`src/core/standby_reset_consts.svh`:
```
// Constants of the standby and reset controller: offsets, fields, counts.
// Assumes inclusion by bare name from the package and the design file.
`ifndef STANDBY_RESET_CONSTS_SVH
`define STANDBY_RESET_CONSTS_SVH

// Register indices; the byte address on APB is four times the index
`define PFS_IDX 16'hffbf
`define OWS_IDX 16'hffc0
`define CST_IDX 16'hffc1

// Field layout and reset values
`define PFS_FLAG_BIT 0
`define OWS_W 3
`define OWS_RESET 3'h4
`define PFS_SET 1'b1

// Counter width and oscillation waits
`define CNT_W 24
`define RESET_WAIT_DEF 131072
`define OSC_EXP_BASE_DEF 14
`define WAIT_SERVICE 24'h000007
`define WAIT_NEXT 24'h000001

// Release decisions
`define ACT_HOLD 2'h0
`define ACT_NEXT 2'h1
`define ACT_SERVICE 2'h2
`define ACT_RESET 2'h3

// Reset source codes
`define SRC_NONE 2'h0
`define SRC_PIN 2'h1
`define SRC_WDT 2'h2
`define SRC_MON 2'h3

// Supply monitor threshold codes
`define THR_3V5 2'h0
`define THR_2V5 2'h1
`define THR_4V5 2'h2

`endif

```
`src/core/standby_reset_pkg.sv`:
```
// Types shared by the standby and reset controller.
// Assumes the constants header is reachable on the include path.
`include "standby_reset_consts.svh"

package standby_reset_pkg;

	// One-hot controller states
	typedef enum logic [5:0] {
		ST_RUN = 6'h01,
		ST_HALT = 6'h02,
		ST_STOP = 6'h04,
		ST_RESET = 6'h08,
		ST_OSC_WAIT = 6'h10,
		ST_REL_WAIT = 6'h20
	} ctl_state_e;

	typedef logic [`CNT_W-1:0] count_t;

endpackage

```
`src/core/standby_reset_controller.sv`:
```
// Standby (HALT/STOP) and reset sequencer with APB status registers.
// Assumes inputs synchronous to i_sys_clk except the reset pin and supply monitor, which are synchronised, and an APB master outside.
//
// Contract
// - Pin reset in HALT does reset processing
// - Maskable release decided by mask, level, enable
// - Non-maskable request always leads to service; the code acts on it in HALT only, and STOP ignores it
// - HALT release waits 8 or 2 clocks
// - Unmasked test input resumes next instruction
// - STOP stops oscillator and CPU clock
// - Pending request at STOP drops to wait
// - Unmasked request releases STOP after wait
// - Reset in STOP waits, then resets
// - STOP halts listed peripherals and first irq
// - Event counter counts only on event inputs
// - Reset from pin, watchdog or monitor
// - Reset and wait: pins float, outputs low
// - Execution waits 2^17 clocks after reset
// - Watchdog reset releases itself at once
// - Monitor threshold follows operating state
// - Oscillator stopped while reset asserted
// - Reset from STOP keeps STOP registers
// - Reset loads vector and tabulated values
// - Only program counter undefined in reset
// - Monitor reset sets power fail flag
// - Status reads one only after monitor reset
// - Unlock flags invalid only on monitor reset
`timescale 1ns/100ps
`include "standby_reset_consts.svh"

module standby_reset_controller #(
	parameter int RESET_WAIT_CYCLES = `RESET_WAIT_DEF,
	parameter int OSC_EXP_BASE = `OSC_EXP_BASE_DEF
) (
	input wire logic i_sys_clk,
	input wire logic i_rstn,
	input wire logic i_psel,
	input wire logic i_penable,
	input wire logic i_pwrite,
	input wire logic [31:0] i_paddr,
	input wire logic [31:0] i_pwdata,
	output logic [31:0] o_prdata,
	output logic o_pready,
	output logic o_pslverr,
	input wire logic i_reset_pin_n,
	input wire logic i_wdt_overflow,
	input wire logic i_supply_monitor_reset,
	input wire logic i_cpu_clk_full,
	input wire logic i_halt_exec,
	input wire logic i_stop_exec,
	input wire logic i_irq_req,
	input wire logic i_request_mask_flag,
	input wire logic i_level_select_flag,
	input wire logic i_interrupt_enable_flag,
	input wire logic i_in_service_flag,
	input wire logic i_nmi_req,
	input wire logic i_test_in,
	input wire logic i_test_mask,
	output logic o_cpu_clk_stop,
	output logic o_osc_stop,
	output logic o_periph_stop,
	output logic o_event_count_only,
	output logic o_internal_reset,
	output logic o_pins_hiz,
	output logic o_dedicated_output_pins_low,
	output logic o_hold_stop_regs,
	output logic o_pc_undefined,
	output logic o_load_reset_values,
	output logic o_synth_unlock_invalidate,
	output logic o_resume,
	output logic o_resume_service,
	output logic o_resume_vector,
	output logic [1:0] o_reset_source,
	output logic [1:0] o_monitor_threshold
);

	localparam logic [`CNT_W-1:0] RESET_LOAD = `CNT_W'(RESET_WAIT_CYCLES - 1);

	// Release decision shared by HALT, STOP and the STOP-entry check
	function automatic logic [1:0] release_action(input logic mask,
			input logic level, input logic ie, input logic in_service_flag);
		logic [1:0] act;
		act = `ACT_HOLD;
		if (!mask) begin
			if (!level)
				act = ie ? `ACT_SERVICE : `ACT_NEXT;
			else
				act = (ie && in_service_flag) ? `ACT_SERVICE : `ACT_NEXT;
		end
		return act;
	endfunction

	// Oscillation wait length from the select field, minus one
	function automatic logic [`CNT_W-1:0] osc_wait_len(
			input logic [`OWS_W-1:0] sel);
		logic [`CNT_W-1:0] one;
		one = `CNT_W'(1);
		return (one << (OSC_EXP_BASE + int'(sel))) - one;
	endfunction

	// Byte address of a register index
	function automatic logic [31:0] addr_of(input logic [15:0] idx);
		return {14'h0000, idx, 2'b00};
	endfunction

	// Synchronisers: stage one feeds stage two only
	logic pin_low_meta;
	logic pin_low_sync;
	logic mon_meta;
	logic mon_sync;
	always_ff @(posedge i_sys_clk) begin
		if (!i_rstn) begin
			pin_low_meta <= 1'b0;
			pin_low_sync <= 1'b0;
			mon_meta <= 1'b0;
			mon_sync <= 1'b0;
		end else begin
			pin_low_meta <= ~i_reset_pin_n;
			pin_low_sync <= pin_low_meta;
			mon_meta <= i_supply_monitor_reset;
			mon_sync <= mon_meta;
		end
	end

	// Sequencer state
	standby_reset_pkg::ctl_state_e state;
	standby_reset_pkg::ctl_state_e next_state;
	standby_reset_pkg::count_t cnt;
	standby_reset_pkg::count_t next_cnt;
	logic [1:0] act;
	logic [1:0] next_act;
	logic from_stop;
	logic next_from_stop;
	logic powerup;
	logic next_powerup;
	logic [1:0] src;
	logic [1:0] next_src;
	logic [`OWS_W-1:0] osc_wait_select;
	logic [`OWS_W-1:0] next_osc_wait_select;
	logic power_fail_flag;
	logic next_power_fail_flag;
	logic reset_req;
	logic irq_open;
	logic test_open;
	logic [1:0] irq_act;
	logic apb_done;
	logic apb_wr;
	logic apb_rd;

	// Request decoding seen by the sequencer
	always_comb begin
		reset_req = pin_low_sync | mon_sync | i_wdt_overflow;
		irq_open = i_irq_req & ~i_request_mask_flag;
		test_open = i_test_in & ~i_test_mask;
		irq_act = release_action(i_request_mask_flag, i_level_select_flag,
			i_interrupt_enable_flag, i_in_service_flag);
		apb_done = i_psel & i_penable & o_pready;
		apb_wr = apb_done & i_pwrite;
		apb_rd = apb_done & ~i_pwrite;
	end

	// Next state of the sequencer and its event outputs
	logic next_load_reset_values;
	logic next_unlock_inv;
	logic next_resume;
	logic next_resume_service;
	logic next_resume_vector;
	always_comb begin
		next_state = state;
		next_cnt = cnt;
		next_act = act;
		next_from_stop = from_stop;
		next_powerup = powerup;
		next_src = src;
		next_load_reset_values = 1'b0;
		next_unlock_inv = 1'b0;
		next_resume = 1'b0;
		next_resume_service = 1'b0;
		next_resume_vector = 1'b0;
		if (reset_req && state != standby_reset_pkg::ST_RESET) begin
			next_state = standby_reset_pkg::ST_RESET;
			next_from_stop = (state == standby_reset_pkg::ST_STOP);
			next_load_reset_values = 1'b1;
			next_act = `ACT_RESET;
			if (mon_sync) begin
				next_src = `SRC_MON;
				next_unlock_inv = 1'b1;
			end else if (pin_low_sync) begin
				next_src = `SRC_PIN;
			end else begin
				next_src = `SRC_WDT;
			end
		end else begin
			case (state)
			standby_reset_pkg::ST_RUN: begin
				if (i_stop_exec) begin
					if (irq_open || test_open) begin
						// Request already pending: skip STOP proper
						next_state = standby_reset_pkg::ST_OSC_WAIT;
						next_cnt = osc_wait_len(osc_wait_select);
						next_act = irq_open ? irq_act : `ACT_NEXT;
					end else begin
						next_state = standby_reset_pkg::ST_STOP;
					end
				end else if (i_halt_exec) begin
					next_state = standby_reset_pkg::ST_HALT;
				end
			end
			standby_reset_pkg::ST_HALT: begin
				if (i_nmi_req) begin
					next_state = standby_reset_pkg::ST_REL_WAIT;
					next_cnt = `WAIT_SERVICE;
					next_act = `ACT_SERVICE;
				end else if (irq_open) begin
					next_state = standby_reset_pkg::ST_REL_WAIT;
					next_cnt = (irq_act == `ACT_SERVICE) ?
						`WAIT_SERVICE : `WAIT_NEXT;
					next_act = irq_act;
				end else if (test_open) begin
					next_state = standby_reset_pkg::ST_REL_WAIT;
					next_cnt = `WAIT_NEXT;
					next_act = `ACT_NEXT;
				end
			end
			standby_reset_pkg::ST_STOP: begin
				if (irq_open || test_open) begin
					next_state = standby_reset_pkg::ST_OSC_WAIT;
					next_cnt = osc_wait_len(osc_wait_select);
					next_act = irq_open ? irq_act : `ACT_NEXT;
				end
			end
			standby_reset_pkg::ST_RESET: begin
				// Watchdog reset is a pulse, so it releases at once
				if (!pin_low_sync && !mon_sync) begin
					next_state = standby_reset_pkg::ST_OSC_WAIT;
					next_cnt = RESET_LOAD;
				end
			end
			standby_reset_pkg::ST_OSC_WAIT,
			standby_reset_pkg::ST_REL_WAIT: begin
				if (cnt == '0) begin
					next_state = standby_reset_pkg::ST_RUN;
					next_resume = 1'b1;
					next_resume_service = (act == `ACT_SERVICE);
					next_resume_vector = (act == `ACT_RESET);
					next_from_stop = 1'b0;
					if (act == `ACT_RESET)
						next_powerup = 1'b0;
				end else begin
					next_cnt = cnt - `CNT_W'(1);
				end
			end
			default: begin
				next_state = standby_reset_pkg::ST_RESET;
			end
			endcase
		end
	end

	// Registers the sequencer
	always_ff @(posedge i_sys_clk) begin
		if (!i_rstn) begin
			state <= standby_reset_pkg::ST_RESET;
			cnt <= '0;
			act <= `ACT_RESET;
			from_stop <= 1'b0;
			powerup <= 1'b1;
			src <= `SRC_NONE;
		end else begin
			state <= next_state;
			cnt <= next_cnt;
			act <= next_act;
			from_stop <= next_from_stop;
			powerup <= next_powerup;
			src <= next_src;
		end
	end

	// Level outputs derived from the next state, so they are flops
	logic next_reset_phase;
	logic next_cpu_clk_stop;
	logic next_osc_stop;
	logic next_stop_mode;
	logic [1:0] next_threshold;
	always_comb begin
		next_reset_phase = (next_state == standby_reset_pkg::ST_RESET) ||
			(next_state == standby_reset_pkg::ST_OSC_WAIT &&
			next_act == `ACT_RESET);
		next_cpu_clk_stop = (next_state != standby_reset_pkg::ST_RUN);
		next_osc_stop = (next_state == standby_reset_pkg::ST_STOP) ||
			(next_state == standby_reset_pkg::ST_RESET);
		next_stop_mode = (next_state == standby_reset_pkg::ST_STOP);
		if (next_powerup || next_stop_mode)
			next_threshold = next_stop_mode && !next_powerup ?
				`THR_2V5 : `THR_3V5;
		else
			next_threshold = i_cpu_clk_full ? `THR_4V5 : `THR_3V5;
	end

	// Registers the control outputs
	always_ff @(posedge i_sys_clk) begin
		if (!i_rstn) begin
			o_cpu_clk_stop <= 1'b1;
			o_osc_stop <= 1'b1;
			o_periph_stop <= 1'b0;
			o_event_count_only <= 1'b0;
			o_internal_reset <= 1'b1;
			o_pins_hiz <= 1'b1;
			o_dedicated_output_pins_low <= 1'b1;
			o_hold_stop_regs <= 1'b0;
			o_pc_undefined <= 1'b1;
			o_load_reset_values <= 1'b0;
			o_synth_unlock_invalidate <= 1'b0;
			o_resume <= 1'b0;
			o_resume_service <= 1'b0;
			o_resume_vector <= 1'b0;
			o_reset_source <= `SRC_NONE;
			o_monitor_threshold <= `THR_3V5;
		end else begin
			o_cpu_clk_stop <= next_cpu_clk_stop;
			o_osc_stop <= next_osc_stop;
			o_periph_stop <= next_stop_mode;
			o_event_count_only <= next_stop_mode;
			o_internal_reset <= (next_state == standby_reset_pkg::ST_RESET);
			o_pins_hiz <= next_reset_phase;
			o_dedicated_output_pins_low <= next_reset_phase;
			o_hold_stop_regs <= next_reset_phase & next_from_stop;
			o_pc_undefined <= next_reset_phase;
			o_load_reset_values <= next_load_reset_values & ~next_from_stop;
			o_synth_unlock_invalidate <= next_unlock_inv;
			o_resume <= next_resume;
			o_resume_service <= next_resume_service;
			o_resume_vector <= next_resume_vector;
			o_reset_source <= next_src;
			o_monitor_threshold <= next_threshold;
		end
	end

	// Software state: wait select and power fail flag
	always_comb begin
		next_osc_wait_select = osc_wait_select;
		next_power_fail_flag = power_fail_flag;
		if (apb_wr && i_paddr == addr_of(`OWS_IDX))
			next_osc_wait_select = i_pwdata[`OWS_W-1:0];
		if (next_load_reset_values && !next_from_stop)
			next_osc_wait_select = `OWS_RESET;
		// Read clears; a monitor reset in the same cycle wins
		if (apb_rd && i_paddr == addr_of(`PFS_IDX))
			next_power_fail_flag = 1'b0;
		if (next_src == `SRC_MON && next_load_reset_values)
			next_power_fail_flag = `PFS_SET;
	end

	// Bus answer: pready rises in the first access cycle
	logic [31:0] next_prdata;
	logic next_pready;
	logic next_pslverr;
	logic mapped;
	always_comb begin
		mapped = (i_paddr == addr_of(`PFS_IDX)) ||
			(i_paddr == addr_of(`OWS_IDX)) ||
			(i_paddr == addr_of(`CST_IDX));
		next_pready = i_psel & ~i_penable;
		next_pslverr = i_psel & ~i_penable & ~mapped;
		next_prdata = '0;
		if (i_psel && !i_penable && !i_pwrite) begin
			if (i_paddr == addr_of(`PFS_IDX))
				next_prdata[`PFS_FLAG_BIT] = power_fail_flag;
			else if (i_paddr == addr_of(`OWS_IDX))
				next_prdata[`OWS_W-1:0] = osc_wait_select;
			else if (i_paddr == addr_of(`CST_IDX))
				next_prdata[9:0] = {src, act, state};
		end
	end

	// Registers the bus slave and software state
	always_ff @(posedge i_sys_clk) begin
		if (!i_rstn) begin
			o_prdata <= '0;
			o_pready <= 1'b0;
			o_pslverr <= 1'b0;
			osc_wait_select <= `OWS_RESET;
			power_fail_flag <= 1'b0;
		end else begin
			o_prdata <= next_prdata;
			o_pready <= next_pready;
			o_pslverr <= next_pslverr;
			osc_wait_select <= next_osc_wait_select;
			power_fail_flag <= next_power_fail_flag;
		end
	end
endmodule

```
`config.mk`:
```
export PLATFORM = sky130hd
export DESIGN_NAME = standby_reset_controller
export DESIGN_NICKNAME = d
export VERILOG_FILES = /design/src/core/standby_reset_pkg.sv /design/src/core/standby_reset_controller.sv
export VERILOG_INCLUDE_DIRS = /design/src /design/src/core
export SDC_FILE = /design/constraint.sdc
export NUM_CORES = 1
export LEC_CHECK = 0
export BUFFER_PORTS_ARGS = -buffer_cell sky130_fd_sc_hd__buf_4
export CAP_MARGIN = 20
export CORE_UTILIZATION = 42
export CTS_BUF_LIST = sky130_fd_sc_hd__clkbuf_4 sky130_fd_sc_hd__clkbuf_8
export DETAILED_ROUTE_END_ITERATION = 16
export PLACE_DENSITY_LB_ADDON = 0.05
export SYNTH_ARGS = -nofsm -noshare
export SYNTH_HDL_FRONTEND = slang
export SYNTH_SLANG_ARGS = --single-unit
```
`constraint.sdc`:
```
create_clock -name i_sys_clk -period 9.7 [get_ports i_sys_clk]
set_input_delay 2.425 -clock i_sys_clk [delete_from_list [all_inputs] [get_ports i_sys_clk]]
set_output_delay 2.425 -clock i_sys_clk [all_outputs]
set_load 0.005 [all_outputs]
```
# Yosys cells after proc, flatten, opt, wreduce, memory -nomap -nowiden
# Cells that the tools add are included.
# totals
reg_bits	91
latchBits	0
mem_bits_rw	0
romBits	0
in_bits	83
output_inout_bits	52
elab_cells	170
n_memories	0
# op_classes
add_sub_neg	3
mul	0
n_div	0
n_lt_le_gt_ge	0
eq_ne	23
n_shift	1
mux	53
n_bitwise	25
reduce_logical	35
# ops
operator	n
2-to-1 mux 24 bit	7
one-hot mux 24 bit (5 select lines)	1
== test 32 x 18 -> 1 bit, second input constant	3
2-to-1 mux 6 bit	9
subtractor 24 x 1 -> 24 bit, second input constant	2
2-to-1 mux 2 bit	16
one-hot mux 6 bit (5 select lines)	1
zero test 24 bit	1
<< shifter 1 x 5 -> 24 bit, first input constant	1
2-to-1 mux 1 bit	14
NOT 1 bit	13
== test 6 x 3 -> 1 bit, second input constant	2
== test 6 x 4 -> 1 bit, second input constant	2
== test 6 x 5 -> 1 bit, second input constant	2
logical AND 1 bit	11
AND 1 bit	10
== test 2 bit, second input constant	5
2-to-1 mux 10 bit	1
== test 6 x 1 -> 1 bit, second input constant	1
== test 6 x 2 -> 1 bit, second input constant	1
== test 6 bit, second input constant	1
zero test 1 bit	6
logical OR 1 bit	6
2-to-1 mux 3 bit	2
16 further kinds	22

# Depth between registers and ports, before layout
# Gate-level depths: netlist of the first run.
# depth
word_depth	13
ltp_mapped	16
mapped_depth_nobuf	11

# Worst setup path before layout of the first run
# Ideal clock, no wire load.
# synth_timing
path_kind	input to register
from	input port i_paddr[19]
to	register osc_wait_select[0]
setup_time_ps	114
arrival_time_ps	4117
required_time_ps	9586
path_slack_ps	5468
path_stages	7
path_buffers	0
path_cell_list	nor4_1 > nand4_1 > nor4_1 > nand4b_1 > nor4_1 > mux2i_1 > nor2_1
# synth_via
elab_chain_len	2
# synth_lines
item	line	source
start: declaration	standby_reset_controller.sv:40	input wire logic [31:0] i_paddr,
== test 32 x 18 -> 1 bit	standby_reset_controller.sv:343	if (apb_wr && i_paddr == addr_of(`OWS_IDX))
logical AND 1 bit	standby_reset_controller.sv:343	
end signal: assignment	standby_reset_controller.sv:382	osc_wait_select <= `OWS_RESET;
end signal: assignment	standby_reset_controller.sv:388	osc_wait_select <= next_osc_wait_select;
end: declaration	standby_reset_controller.sv:138	logic [`OWS_W-1:0] osc_wait_select;
# No other way between the ends.
# A chain may end at the register's enable or synchronous reset.

# Worst setup path after layout of the first run
# layout_timing
from	input port i_stop_exec
to	register cnt[6]
# layout_via
elab_chain_len	2
# layout_lines
item	line	source
start: declaration	standby_reset_controller.sv:50	input wire logic i_stop_exec,
inequality test 2 bit (no source line)	-	
AND reduction 6 bit (no source line)	-	
end signal: assignment	standby_reset_controller.sv:271	cnt <= next_cnt;
end: declaration	standby_reset_controller.sv:128	standby_reset_pkg::count_t cnt;
# No other way between the ends.

==> results.md, run 1 <==
| Stage | Item | This run |
|:---|:---|:---|
| die | Height of the die | 98.58 µm |
| placement | Half-perimeter wire length of the detailed placement result | 7519 µm |
| clock tree | CTS H-tree depth | 3 |
| die | Io pins | 135 |
| clock tree | PostCTS Resize Cnt | 0 |
| power and ir drop | Post-layout power | 1.057 mW |
| cells and area | # fillers | 880 |
| detailed routing | Met1 wire length | 4785 µm |
| detailed routing | Vias/cell | 5.593 |
| die | Starting Density | 44.06% |
| global route | Largest net degree at the start of global routing | 33 |
| timing | Post-route setup slack | 5.261 ns |
| timing | Post-Route Skew | 0.006438 ns |
| synth | Post-synthesis area per instance | 7.804 µm² |
| worst setup path | CP Capture Type | flop |
| global route | Remaining global-route overflow | 0 |
| cells and area | Post-route insts no fill | 676 |
| clock tree | Post-CTS Hold Buffers | 0 |
| power and ir drop | Static leakage | 1.923 nW |
| power and ir drop | Maximum ir drop on the vdd rail | 0.1352 mV |
| job | Max cap viols | 0 |
| global route | Initial antenna violation count | 0 |
| timing | Max-slew headroom | 34.06% |
| detailed routing | Met3 wire length | 544 µm |
| synth | Summed instance area of the synthesized netlist | 3918 µm² |
| timing | Unrepaired setup endpoints after global routing | false |
| detailed routing | Number of antenna-violating nets in the routed design | 0 |
| worst setup path | CP required | 9.97 ns |
| worst setup path | Critical path start-end classification | input pin to flop |
| cells and area | Final #Nets | 648 |
| cells and area | Most common cell after layout, fill and taps aside | sky130_fd_sc_hd__buf_4 |
| timing | Max Transition Viols Final | 0 |
| worst setup path | Register-to-register setup slack | 5.98 ns |
| clock tree | Worst skew pair latency | 0.35 ns |
| synth | Sequential element share of the synthesized area | 35.26% |
| clock tree | Number of post-CTS setup repair buffers | 0 |
| clock tree | TritonCTS Sinks | 69 |
| synth | Yosys warning total | 0 |
| synth | Mapped Cells | 502 |
| cells and area | Area Growth Syn to Fin | 17.79% |
| worst setup path | Arrival time at the worst endpoint | 4.71 ns |
| timing | Portion of the clock cycle consumed by the worst path in the final layout | 45.77% |
| cells and area | Finished Core Util | 51.90% |
| global route | Number of global-route vias before repair | 3452 |
| synth | Number of storage elements in the synthesis netlist | 69 |
| clock tree | CTS tree | built |
| global route | Global routing usage summed across all routing layers | 22.31% |
| die | Die footprint | 9718 µm² |
| detailed routing | Total via count in the routed design | 3781 |
| synth | FFs w/ async S/R, synth | 0% |
| timing | Final number of setup-violating endpoints | 0 |
| worst hold path | Hold crit path type | flop to flop |
| clock tree | Clock slew at the register clock pins of the worst setup and hold paths | 0.08 ns |
| power and ir drop | Cell area power density | 229.0 nW/µm² |
| detailed routing | Count of routing violations after the opening detailed-route iteration | 193 |
| worst setup path | Largest driver fanout on the critical path | 32 |
| placement | Pre-CTS setup slack | 4.919 ns |
| detailed routing | Uppermost signal routing layer after detailed routing | met4 |
| timing | Final min period | 4.439 ns |
| status | Status | complete, no violations |
| detailed routing | Average wire length per cell after detail routing | 15.43 µm |
| placement | Cell count after placement | 660 |
| global route | Global-route wire length before repair | 17440 µm |
| timing | F_max | 0.2253 GHz |
| worst setup path | Kind of start point of the critical path | input pin |
| placement | RD Place Congestion | 0.9062 |
| detailed routing | Post-Route WL | 10430 µm |
| timing | Hold_ws | 0.4457 ns |
| timing | Final hold violations | 0 |
| die | Core area | 8891 µm² |
| cells and area | Antenna diode count | 0 |
| synth | Most used flip-flop cell after synthesis | sky130_fd_sc_hd__dfxtp_1 |
| die | Overall die width | 98.58 µm |
| detailed routing | Final routed DRC violation total | 0 |
| placement | Placement Cell Area | 4441 µm² |
| synth | Number of enable flip-flop cells after synthesis | 0 |
| synth | Post-synth cell types | 61 |
| clock tree | Clock root buffer | sky130_fd_sc_hd__clkbuf_8 |
| clock tree | Max Root-Sink Buffers | 2 |
| detailed routing | Detailed-routing iteration count for the pre-antenna-repair pass | 5 |
| detailed routing | WL met2 | 4980 µm |
| die | Rows | 34 |
| timing | Post-Route Setup TNS | 0 ns |
| cells and area | Final design area excluding fillers | 4614 µm² |
| timing | Worst-Margin Slew | 0.9867 ns |
| clock tree | Number of buffers added by the clock tree synthesis step | 9 |
| placement | Port bufs | 83 |
| cells and area | Ratio of cells with drive above 1 in the final layout | 20.07% |
| cells and area | Commonest cells after routing, fill and taps aside | sky130_fd_sc_hd__buf_4 (84), sky130_fd_sc_hd__dfxtp_1 (69), sky130_fd_sc_hd__nor2_1 (54), sky130_fd_sc_hd__nand2_1 (39), sky130_fd_sc_hd__a21oi_1 (27) |
-- sequential cells by signal (all words and copies together), names as in the netlist, 2 cells and up --
| name | cells |
|---|---|
| osc_wait_select | 3 |
| o_monitor_threshold | 2 |
| cnt | 24 |
| act | 2 |
| o_prdata | 10 |
| state | 6 |
| o_reset_source | 2 |
-- metal layers --
layer	global-route usage, %	vias to the layer above
li1	-	1893
met2	36.13	136
met5	0	-
met3	4.468	15
met4	6.429	0
met1	30.15	1737
-- cells by family after synthesis --
| logic type | Yosys count | synth area share [%] |
|---|---|---|
| AND/OR/NAND/NOR | 235 | 31.84 |
| AO/OA/AOI/OAI | 105 | 18.11 |
| buffers and inverters | 72 | 9.869 |
| flip-flops | 69 | 35.26 |
| XOR/XNOR | 13 | 2.906 |
| multiplexers | 5 | 1.278 |
| adder cells (fa/ha/maj) | 2 | 0.6387 |
| other | 1 | 0.09572 |
-- power by group --
part | internal, mW | switching [mW]
combinational | 0.170 | 0.279
sequential | 0.336 | 0.0616
clock | 0.0929 | 0.118
-- final timing paths --
path,start,endpoint,cells past startpoint
worst max register to register,state[2],cnt[6],7
worst max-delay path,i_stop_exec,cnt[6],7
worst min-delay path,pin_low_meta,pin_low_sync,1
worst min register to register,pin_low_meta,pin_low_sync,1
-- area by class of cell --
cell class,instances,area [µm²],area share (%)
clock inverter,7,50.05,1.085
inverter,16,60.06,1.302
timing repair buffer,85,635.6,13.77
tap,108,135.1,2.928
sequential,69,1381,29.93
multi-input combinational,382,2228,48.29
clock buffer,9,123.9,2.684
-- Yosys cell counts (7+ instances only) --
master | instances | share of area, %
sky130_fd_sc_hd__a211oi_1 | 8 | 1.5
sky130_fd_sc_hd__a21oi_1 | 27 | 3.4
sky130_fd_sc_hd__a31oi_1 | 10 | 1.6
sky130_fd_sc_hd__and2_1 | 15 | 2.4
sky130_fd_sc_hd__and3_1 | 10 | 1.6
sky130_fd_sc_hd__buf_2 | 8 | 1.0
sky130_fd_sc_hd__buf_4 | 26 | 5.0
sky130_fd_sc_hd__clkbuf_1 | 18 | 1.7
sky130_fd_sc_hd__dfxtp_1 | 69 | 35
sky130_fd_sc_hd__inv_1 | 15 | 1.4
sky130_fd_sc_hd__nand2_1 | 39 | 3.7
sky130_fd_sc_hd__nand2b_1 | 9 | 1.4
sky130_fd_sc_hd__nand3_1 | 21 | 2.7
sky130_fd_sc_hd__nor2_1 | 54 | 5.2
sky130_fd_sc_hd__nor2b_1 | 7 | 1.1
sky130_fd_sc_hd__nor3_1 | 20 | 2.6
sky130_fd_sc_hd__nor4_1 | 13 | 2.1
sky130_fd_sc_hd__o21ai_0 | 17 | 2.2
sky130_fd_sc_hd__or3_1 | 12 | 1.9
sky130_fd_sc_hd__xor2_1 | 7 | 1.6
-- worst max-delay path, cell delays in order --
cell and delay (ns):
sky130_fd_sc_hd__buf_4 0.11, sky130_fd_sc_hd__nor3_1 0.07, sky130_fd_sc_hd__a2111oi_0 0.44, sky130_fd_sc_hd__o311a_2 0.30
sky130_fd_sc_hd__nand3_2 0.50, sky130_fd_sc_hd__or4_1 0.68, sky130_fd_sc_hd__a31oi_1 0.18
Note: power is estimated with default switching activity, not from simulation.
==> run 2, diff against run 1 <==
ABC_AREA = 1   (was not set)
clock period = 4 ns   (was 9.7 ns; I/O delays follow)
==> results.md, run 2 <==
| Stage | Item | This run |
|:---|:---|:---|
| timing | Unrepaired setup endpoints after global routing | false |
| cells and area | Storage cell area | 1381 µm² |
| clock tree | PostCTS Resize Cnt | 0 |
| synth | Most frequent cells after synthesis | sky130_fd_sc_hd__nand2_1 (142), sky130_fd_sc_hd__nor2_1 (91), sky130_fd_sc_hd__dfxtp_1 (69), sky130_fd_sc_hd__inv_1 (67), sky130_fd_sc_hd__nand3_1 (46) |
| synth | Yosys warning total | 0 |
| global route | Remaining global-route overflow | 0 |
| global route | Global routing usage summed across all routing layers | 22.22% |
| detailed routing | Detailed-routing iteration count for the pre-antenna-repair pass | 5 |
| synth | Post-synthesis area per instance | 6.632 µm² |
| die | Height of the die | 101.1 µm |
| worst setup path | FF-to-FF Start | state[3] |
| worst setup path | Register-to-Register Path Depth | 12 |
| timing | F_max | 0.3872 GHz |
| die | Starting Density | 44.02% |
| worst hold path | Hold crit path type | flop to flop |
| detailed routing | Total via count in the routed design | 4098 |
| global route | Global-route wire length before repair | 17710 µm |
| synth | Most area-consuming cells after synthesis | sky130_fd_sc_hd__dfxtp_1 (33%), sky130_fd_sc_hd__nand2_1 (13%), sky130_fd_sc_hd__nor2_1 (8.3%), sky130_fd_sc_hd__inv_1 (6.1%), sky130_fd_sc_hd__nand3_1 (5.6%) |
| detailed routing | Final routed DRC violation total | 0 |
| synth | Mapped Cells | 622 |
| cells and area | Antenna diode count | 0 |
| status | Status | complete, no violations |
| timing | Worst-Margin Slew | 0.6211 ns |
| timing | Portion of the clock cycle consumed by the worst path in the final layout | 64.57% |
| detailed routing | Average wire length per cell after detail routing | 12.95 µm |
| clock tree | Worst skew pair latency | 0.35 ns |
| synth | Number of storage elements in the synthesis netlist | 69 |
| cells and area | Ratio of cells with drive above 1 in the final layout | 21.10% |
| worst setup path | Arrival time at the worst endpoint | 2.87 ns |
| timing | Final min period | 2.583 ns |
| synth | Post-synth cell types | 42 |
| global route | Initial antenna violation count | 0 |
| power and ir drop | Cell area power density | 430.7 nW/µm² |
| timing | Final hold violations | 0 |
| cells and area | Multi-input gate area in the final layout | 2286 µm² |
| timing | Post-Route Skew | 0.01041 ns |
| worst hold path | Hold Path Depth | 2 |
| die | Core area | 9371 µm² |
| power and ir drop | Static leakage | 2.434 nW |
| cells and area | Reg with most FFs | cnt |
| cells and area | # fillers | 954 |
| synth | Most used flip-flop cell after synthesis | sky130_fd_sc_hd__dfxtp_1 |
| worst setup path | Register-to-register setup slack | 1.42 ns |
| die | Rows | 35 |
| worst hold path | Worst Min Path Start | mon_meta |
| cells and area | Area Growth Syn to Fin | 20.05% |
| job | Max cap viols | 0 |
| worst setup path | CP Capture Type | flop |
| clock tree | Max Root-Sink Buffers | 2 |
| timing | Max Transition Viols Final | 0 |
| power and ir drop | Maximum ir drop on the vdd rail | 0.2080 mV |
| worst setup path | Reg-to-reg endpoint | cnt[9] |
| cells and area | Largest registers | cnt (24), o_prdata (10), state (6) |
| worst setup path | CP required | 4.29 ns |
| synth | Number of enable flip-flop cells after synthesis | 0 |
| synth | Summed instance area of the synthesized netlist | 4125 µm² |
| die | Die footprint | 10220 µm² |
| timing | Post-route setup slack | 1.417 ns |
| clock tree | Post-CTS Hold Buffers | 0 |
| die | Overall die width | 101.1 µm |
| global route | Number of global-route vias before repair | 3825 |
| detailed routing | Count of routing violations after the opening detailed-route iteration | 192 |
| detailed routing | Post-Route WL | 10820 µm |
| synth | Leading cell type by number of instances after synthesis | sky130_fd_sc_hd__nand2_1 |
| worst setup path | Critical path start-end classification | flop to flop |
| detailed routing | Vias/cell | 4.908 |
| timing | Max-slew headroom | 58.46% |
| placement | RD Place Congestion | 0.9474 |
| cells and area | Most common cell after layout, fill and taps aside | sky130_fd_sc_hd__nand2_1 |
| cells and area | Final #Nets | 786 |
| clock tree | Clock slew at the register clock pins of the worst setup and hold paths | 0.10 ns |
| global route | Largest net degree at the start of global routing | 25 |
| clock tree | CTS H-tree depth | 3 |
| cells and area | Commonest cells after routing, fill and taps aside | sky130_fd_sc_hd__nand2_1 (142), sky130_fd_sc_hd__nor2_1 (91), sky130_fd_sc_hd__buf_4 (85), sky130_fd_sc_hd__dfxtp_1 (69), sky130_fd_sc_hd__inv_1 (67) |
| synth | FFs w/ async S/R, synth | 0% |
| timing | Final number of setup-violating endpoints | 0 |
| timing | Post-Route Setup TNS | 0 ns |
| synth | Cell type with the largest total area after synthesis | sky130_fd_sc_hd__dfxtp_1 |
| detailed routing | Number of antenna-violating nets in the routed design | 0 |
| clock tree | Number of post-CTS setup repair buffers | 0 |
| clock tree | Clock root buffer | sky130_fd_sc_hd__clkbuf_8 |
| synth | Sequential element share of the synthesized area | 33.48% |
| worst setup path | Largest driver fanout on the critical path | 23 |
| worst setup path | Kind of start point of the critical path | flop |
| clock tree | CTS tree | built |
| placement | Pre-CTS setup slack | 1.118 ns |
| placement | Port bufs | 83 |
| placement | Half-perimeter wire length of the detailed placement result | 8118 µm |
| synth | Yosys top cell area share | 33.48% |
| clock tree | TritonCTS Sinks | 69 |
| clock tree | Number of buffers added by the clock tree synthesis step | 9 |
| cells and area | Max FFs per register | 24 |
| worst hold path | End point of the most critical hold path | mon_sync |
| die | Io pins | 135 |
## run 2: changes by cell type after synthesis, sizes merged, moves of 9 or more
cell	change
and3	-10
nor3	-9
clkbuf	-14
nand2b	-9
a21oi	+17
and2	-14
or3	-12
nand3	+26
inv	+57
nand2	+120
nor2	+56
## run 2: per-layer routing
metal	wire, µm	part of all wire, %	global-route usage [%]
met5	0	0	0
met4	165	1.5	7.804
met3	559	5.2	3.121
met2	4838	45	36.32
met1	5254	49	29.97
## run 2: worst max-delay path by stage
| stage | start | end | slack (ns) | cells after the start |
|---|---|---|---|---|
| floorplan | i_request_mask_flag | cnt[14] | 1.70 | 11 |
| global placement | i_request_mask_flag | cnt[19] | 1.17 | 10 |
| detailed placement | i_request_mask_flag | cnt[19] | 1.12 | 10 |
| CTS | state[3] | cnt[19] | 1.41 | 10 |
| global route | state[3] | cnt[10] | 1.14 | 12 |
| finish | state[3] | cnt[9] | 1.42 | 12 |
## run 2: where the power goes
part	internal (mW)	switching, mW
clock network	0.307	0.333
registers	0.764	0.0615
logic	0.238	0.430
## run 2: area by class of cell
type	count	share of cell area, %
multi-input cells	464	46.16
inverters	72	5.457
well taps	129	3.259
clock buffers	9	2.501
repair buffers	85	12.89
flip-flops and latches	69	27.89
clock inverters	7	1.844
## run 2: worst max-delay path, cell delays in order, from the launching register on
cell and delay, ns:
sky130_fd_sc_hd__dfxtp_1 0.39, sky130_fd_sc_hd__inv_1 0.09, sky130_fd_sc_hd__nor2_1 0.17, sky130_fd_sc_hd__nand3_4 0.17, sky130_fd_sc_hd__nor2_2 0.52, sky130_fd_sc_hd__inv_2 0.07
sky130_fd_sc_hd__nand2_1 0.09, sky130_fd_sc_hd__nand2_2 0.09, sky130_fd_sc_hd__nor2_4 0.20, sky130_fd_sc_hd__inv_2 0.22, sky130_fd_sc_hd__nor2_4 0.26, sky130_fd_sc_hd__nand2_1 0.08
sky130_fd_sc_hd__a21oi_1 0.14
## run 2: stage by stage
step                cells  cell area, µm²  util [%]  hold slack (ns)  total power, mW
finish                835            4952     52.84           0.4139            2.133
floorplan             643            4204         -           0.3905            1.335
detailed placement    819            4737     50.55           0.3961            1.502
CTS                   835            4952     52.84           0.4087            2.142
global route          835            4952     52.84           0.4250            2.262
global placement      819            4737     50.55           0.4048            1.493
## run 2: cells by family (layout without fill, tap and decap cells)
group	Yosys count	count (layout)	synth area share [%]
other cells	1	22	0.09090
xor+xnor	11	11	2.335
simple gates	352	352	40.25
compound gates	77	77	10.22
buf+inv	110	173	13.01
fa+ha+maj	2	2	0.6065
flops	69	69	33.48
==> run 3, diff against run 2 <==
clock period = 2.1 ns   (was 4 ns; I/O delays follow)
==> results.md, run 3 (same netlist as run 2, synthesis figures left out) <==
| Stage | Item | This run |
|:---|:---|:---|
| worst hold path | Hold Path Depth | 2 |
| cells and area | Reg with most FFs | cnt |
| clock tree | Worst skew pair latency | 0.36 ns |
| timing | Final hold violations | 0 |
| detailed routing | Detailed-routing iteration count for the pre-antenna-repair pass | 5 |
| global route | Global routing usage summed across all routing layers | 22.82% |
| cells and area | Final design area excluding fillers | 5465 µm² |
| die | Starting Density | 44.02% |
| worst setup path | Register-to-Register Path Depth | 11 |
| cells and area | Antenna diode count | 0 |
| clock tree | TritonCTS Sinks | 69 |
| worst hold path | End point of the most critical hold path | pin_low_meta |
| cells and area | Most common cell after layout, fill and taps aside | sky130_fd_sc_hd__nand2_1 |
| die | Core area | 9371 µm² |
| clock tree | Clock slew at the register clock pins of the worst setup and hold paths | 0.09 ns |
| timing | Post-Route Skew | 0.009410 ns |
| worst setup path | Kind of start point of the critical path | flop |
| clock tree | CTS tree | built |
| power and ir drop | Maximum ir drop on the vdd rail | 0.3907 mV |
| global route | Global-route wire length before repair | 18180 µm |
| status | Status | complete, no violations |
| global route | Remaining global-route overflow | 0 |
| die | Die footprint | 10220 µm² |
| cells and area | Max FFs per register | 24 |
| cells and area | Final #Nets | 833 |
| worst setup path | Library cell appearing most often on the critical path | sky130_fd_sc_hd__nand2_1 |
| cells and area | Largest registers | cnt (24), o_prdata (10), state (6) |
| placement | Half-perimeter wire length of the detailed placement result | 8597 µm |
| clock tree | Clock root buffer | sky130_fd_sc_hd__clkbuf_8 |
| cells and area | Commonest cells after routing, fill and taps aside | sky130_fd_sc_hd__nand2_1 (137), sky130_fd_sc_hd__buf_4 (129), sky130_fd_sc_hd__nor2_1 (85), sky130_fd_sc_hd__inv_1 (66), sky130_fd_sc_hd__dfxtp_1 (63) |
| placement | RD Place Congestion | 0.9181 |
| clock tree | Post-CTS Hold Buffers | 0 |
| cells and area | Finished Core Util | 58.32% |
| worst setup path | FF-to-FF Start | state[4] |
| cells and area | Post-route insts no fill | 882 |
| detailed routing | Final routed DRC violation total | 0 |
| detailed routing | Vias/cell | 4.831 |
| die | Height of the die | 101.1 µm |
| detailed routing | Post-Route WL | 11020 µm |
| worst setup path | Largest driver fanout on the critical path | 5 |
| worst setup path | CP Capture Type | flop |
| power and ir drop | Post-layout power | 4.238 mW |
| clock tree | CTS H-tree depth | 3 |
| job | Max cap viols | 0 |
| cells and area | Multi-input gate area in the final layout | 2416 µm² |
| worst setup path | Register-to-register setup slack | 0.12 ns |
| worst setup path | Largest incremental delay on the critical path | 0.36 ns |
| die | Io pins | 135 |
| placement | Port bufs | 83 |
| worst setup path | Critical path start-end classification | flop to flop |
| cells and area | # fillers | 893 |
| power and ir drop | Cell area power density | 775.4 nW/µm² |
| global route | Initial antenna violation count | 0 |
| worst hold path | Hold crit path type | input pin to flop |
| cells and area | Ratio of cells with drive above 1 in the final layout | 29.35% |
| clock tree | Number of buffers added by the clock tree synthesis step | 9 |
| clock tree | Max Root-Sink Buffers | 2 |
| placement | Placement Cell Area | 5082 µm² |
| timing | Hold_ws | 0.3029 ns |
| worst setup path | Arrival time at the worst endpoint | 2.24 ns |
| timing | Final number of setup-violating endpoints | 0 |
| global route | Number of global-route vias before repair | 3948 |
| worst setup path | Standard cell with the maximum stage delay on the critical path | sky130_fd_sc_hd__dfxtp_2 |
| die | Rows | 35 |
| worst setup path | Reg-to-reg endpoint | o_monitor_threshold[1] |
| worst setup path | CP required | 2.36 ns |
| worst hold path | Worst Min Path Start | i_reset_pin_n |
| detailed routing | Total via count in the routed design | 4261 |
| cells and area | Area Growth Syn to Fin | 32.48% |
| detailed routing | Count of routing violations after the opening detailed-route iteration | 221 |
| timing | F_max | 0.5054 GHz |
| detailed routing | Number of antenna-violating nets in the routed design | 0 |
| timing | Portion of the clock cycle consumed by the worst path in the final layout | 94.22% |
| placement | Cell count after placement | 860 |
| worst setup path | Cell-by-cell trace of the critical path | nor2_4 > nand4_4 > buf_4 > o21ai_0 > a21oi_1 > nand2_1 > nand2_1 > o21ai_0 > nand2_1 > nand2_1 > nor2_1 |
| global route | Largest net degree at the start of global routing | 20 |
| timing | Max Transition Viols Final | 0 |
| power and ir drop | Static leakage | 2.706 nW |
| detailed routing | Average wire length per cell after detail routing | 12.49 µm |
| timing | Final min period | 1.979 ns |
| die | Overall die width | 101.1 µm |
| cells and area | Storage cell area | 1389 µm² |
[run 3: cell count changes in the layout (fill, tap and decap cells not counted), moves of 5 or more]
cell / change
sky130_fd_sc_hd__nor2_1: -6
sky130_fd_sc_hd__nor2_4: +10
sky130_fd_sc_hd__dfxtp_2: +6
sky130_fd_sc_hd__buf_4: +44
sky130_fd_sc_hd__dfxtp_1: -6
sky130_fd_sc_hd__nand2_1: -5
[run 3: what timing repair did]
item | CTS | global route
pin swaps | 0 | 11
buffers inserted | 0 | 6
gates cloned | 0 | 0
gates resized for setup | 2 | 35
setup endpoints to repair | 1 | 19
[run 3: metal layers]
metal	share of wire [%]	vias to the layer above	track usage [%]
li1	-	2205	-
met1	48	1894	31.20
met2	45	147	35.90
met3	5.7	15	4.300
met4	1.6	0	8.138
met5	0	-	0
[run 3: critical path, delay by kind of cell (launching register included)]
kind,cells,cell delay (ns)
buffers and inverters,1,0.18
and+or+nand+nor,7,0.91
DFF,1,0.36
AOI/OAI and AO/OA,3,0.44
[run 3: worst max path at each step]
stage                     cells past startpoint           startpoint                endpoint
final                                        11             state[4]  o_monitor_threshold[1]
after global routing                         14             state[4]                 cnt[22]
after CTS                                    14             state[2]                 cnt[22]
after detailed placement                     13             state[5]                 cnt[22]
after global placement                       12  i_request_mask_flag                 cnt[21]
after floorplan                              14   osc_wait_select[1]                 cnt[22]
[run 3: final cells by class]
type,instances,share of cell area [%]
well taps,129,2.953
clock buffers,9,2.266
clock inverters,7,1.397
inverters,72,4.945
multi-input cells,464,44.21
flip-flops and latches,69,25.41
repair buffers,132,18.82
[run 3: through the flow]
step	setup slack [ns]	TNS (ns)
floorplan	0.05815	0
global placement	0.03238	0
detailed placement	0.01900	0
CTS	0.02287	0
global route	-0.005201	-0.009155
finish	0.1215	0
[run 3: where the power goes]
group	total, mW	switching [mW]	internal [mW]
combinational	1.55	0.884	0.663
clock	1.11	0.641	0.474
sequential	1.58	0.119	1.46
total	4.24	1.64	2.59
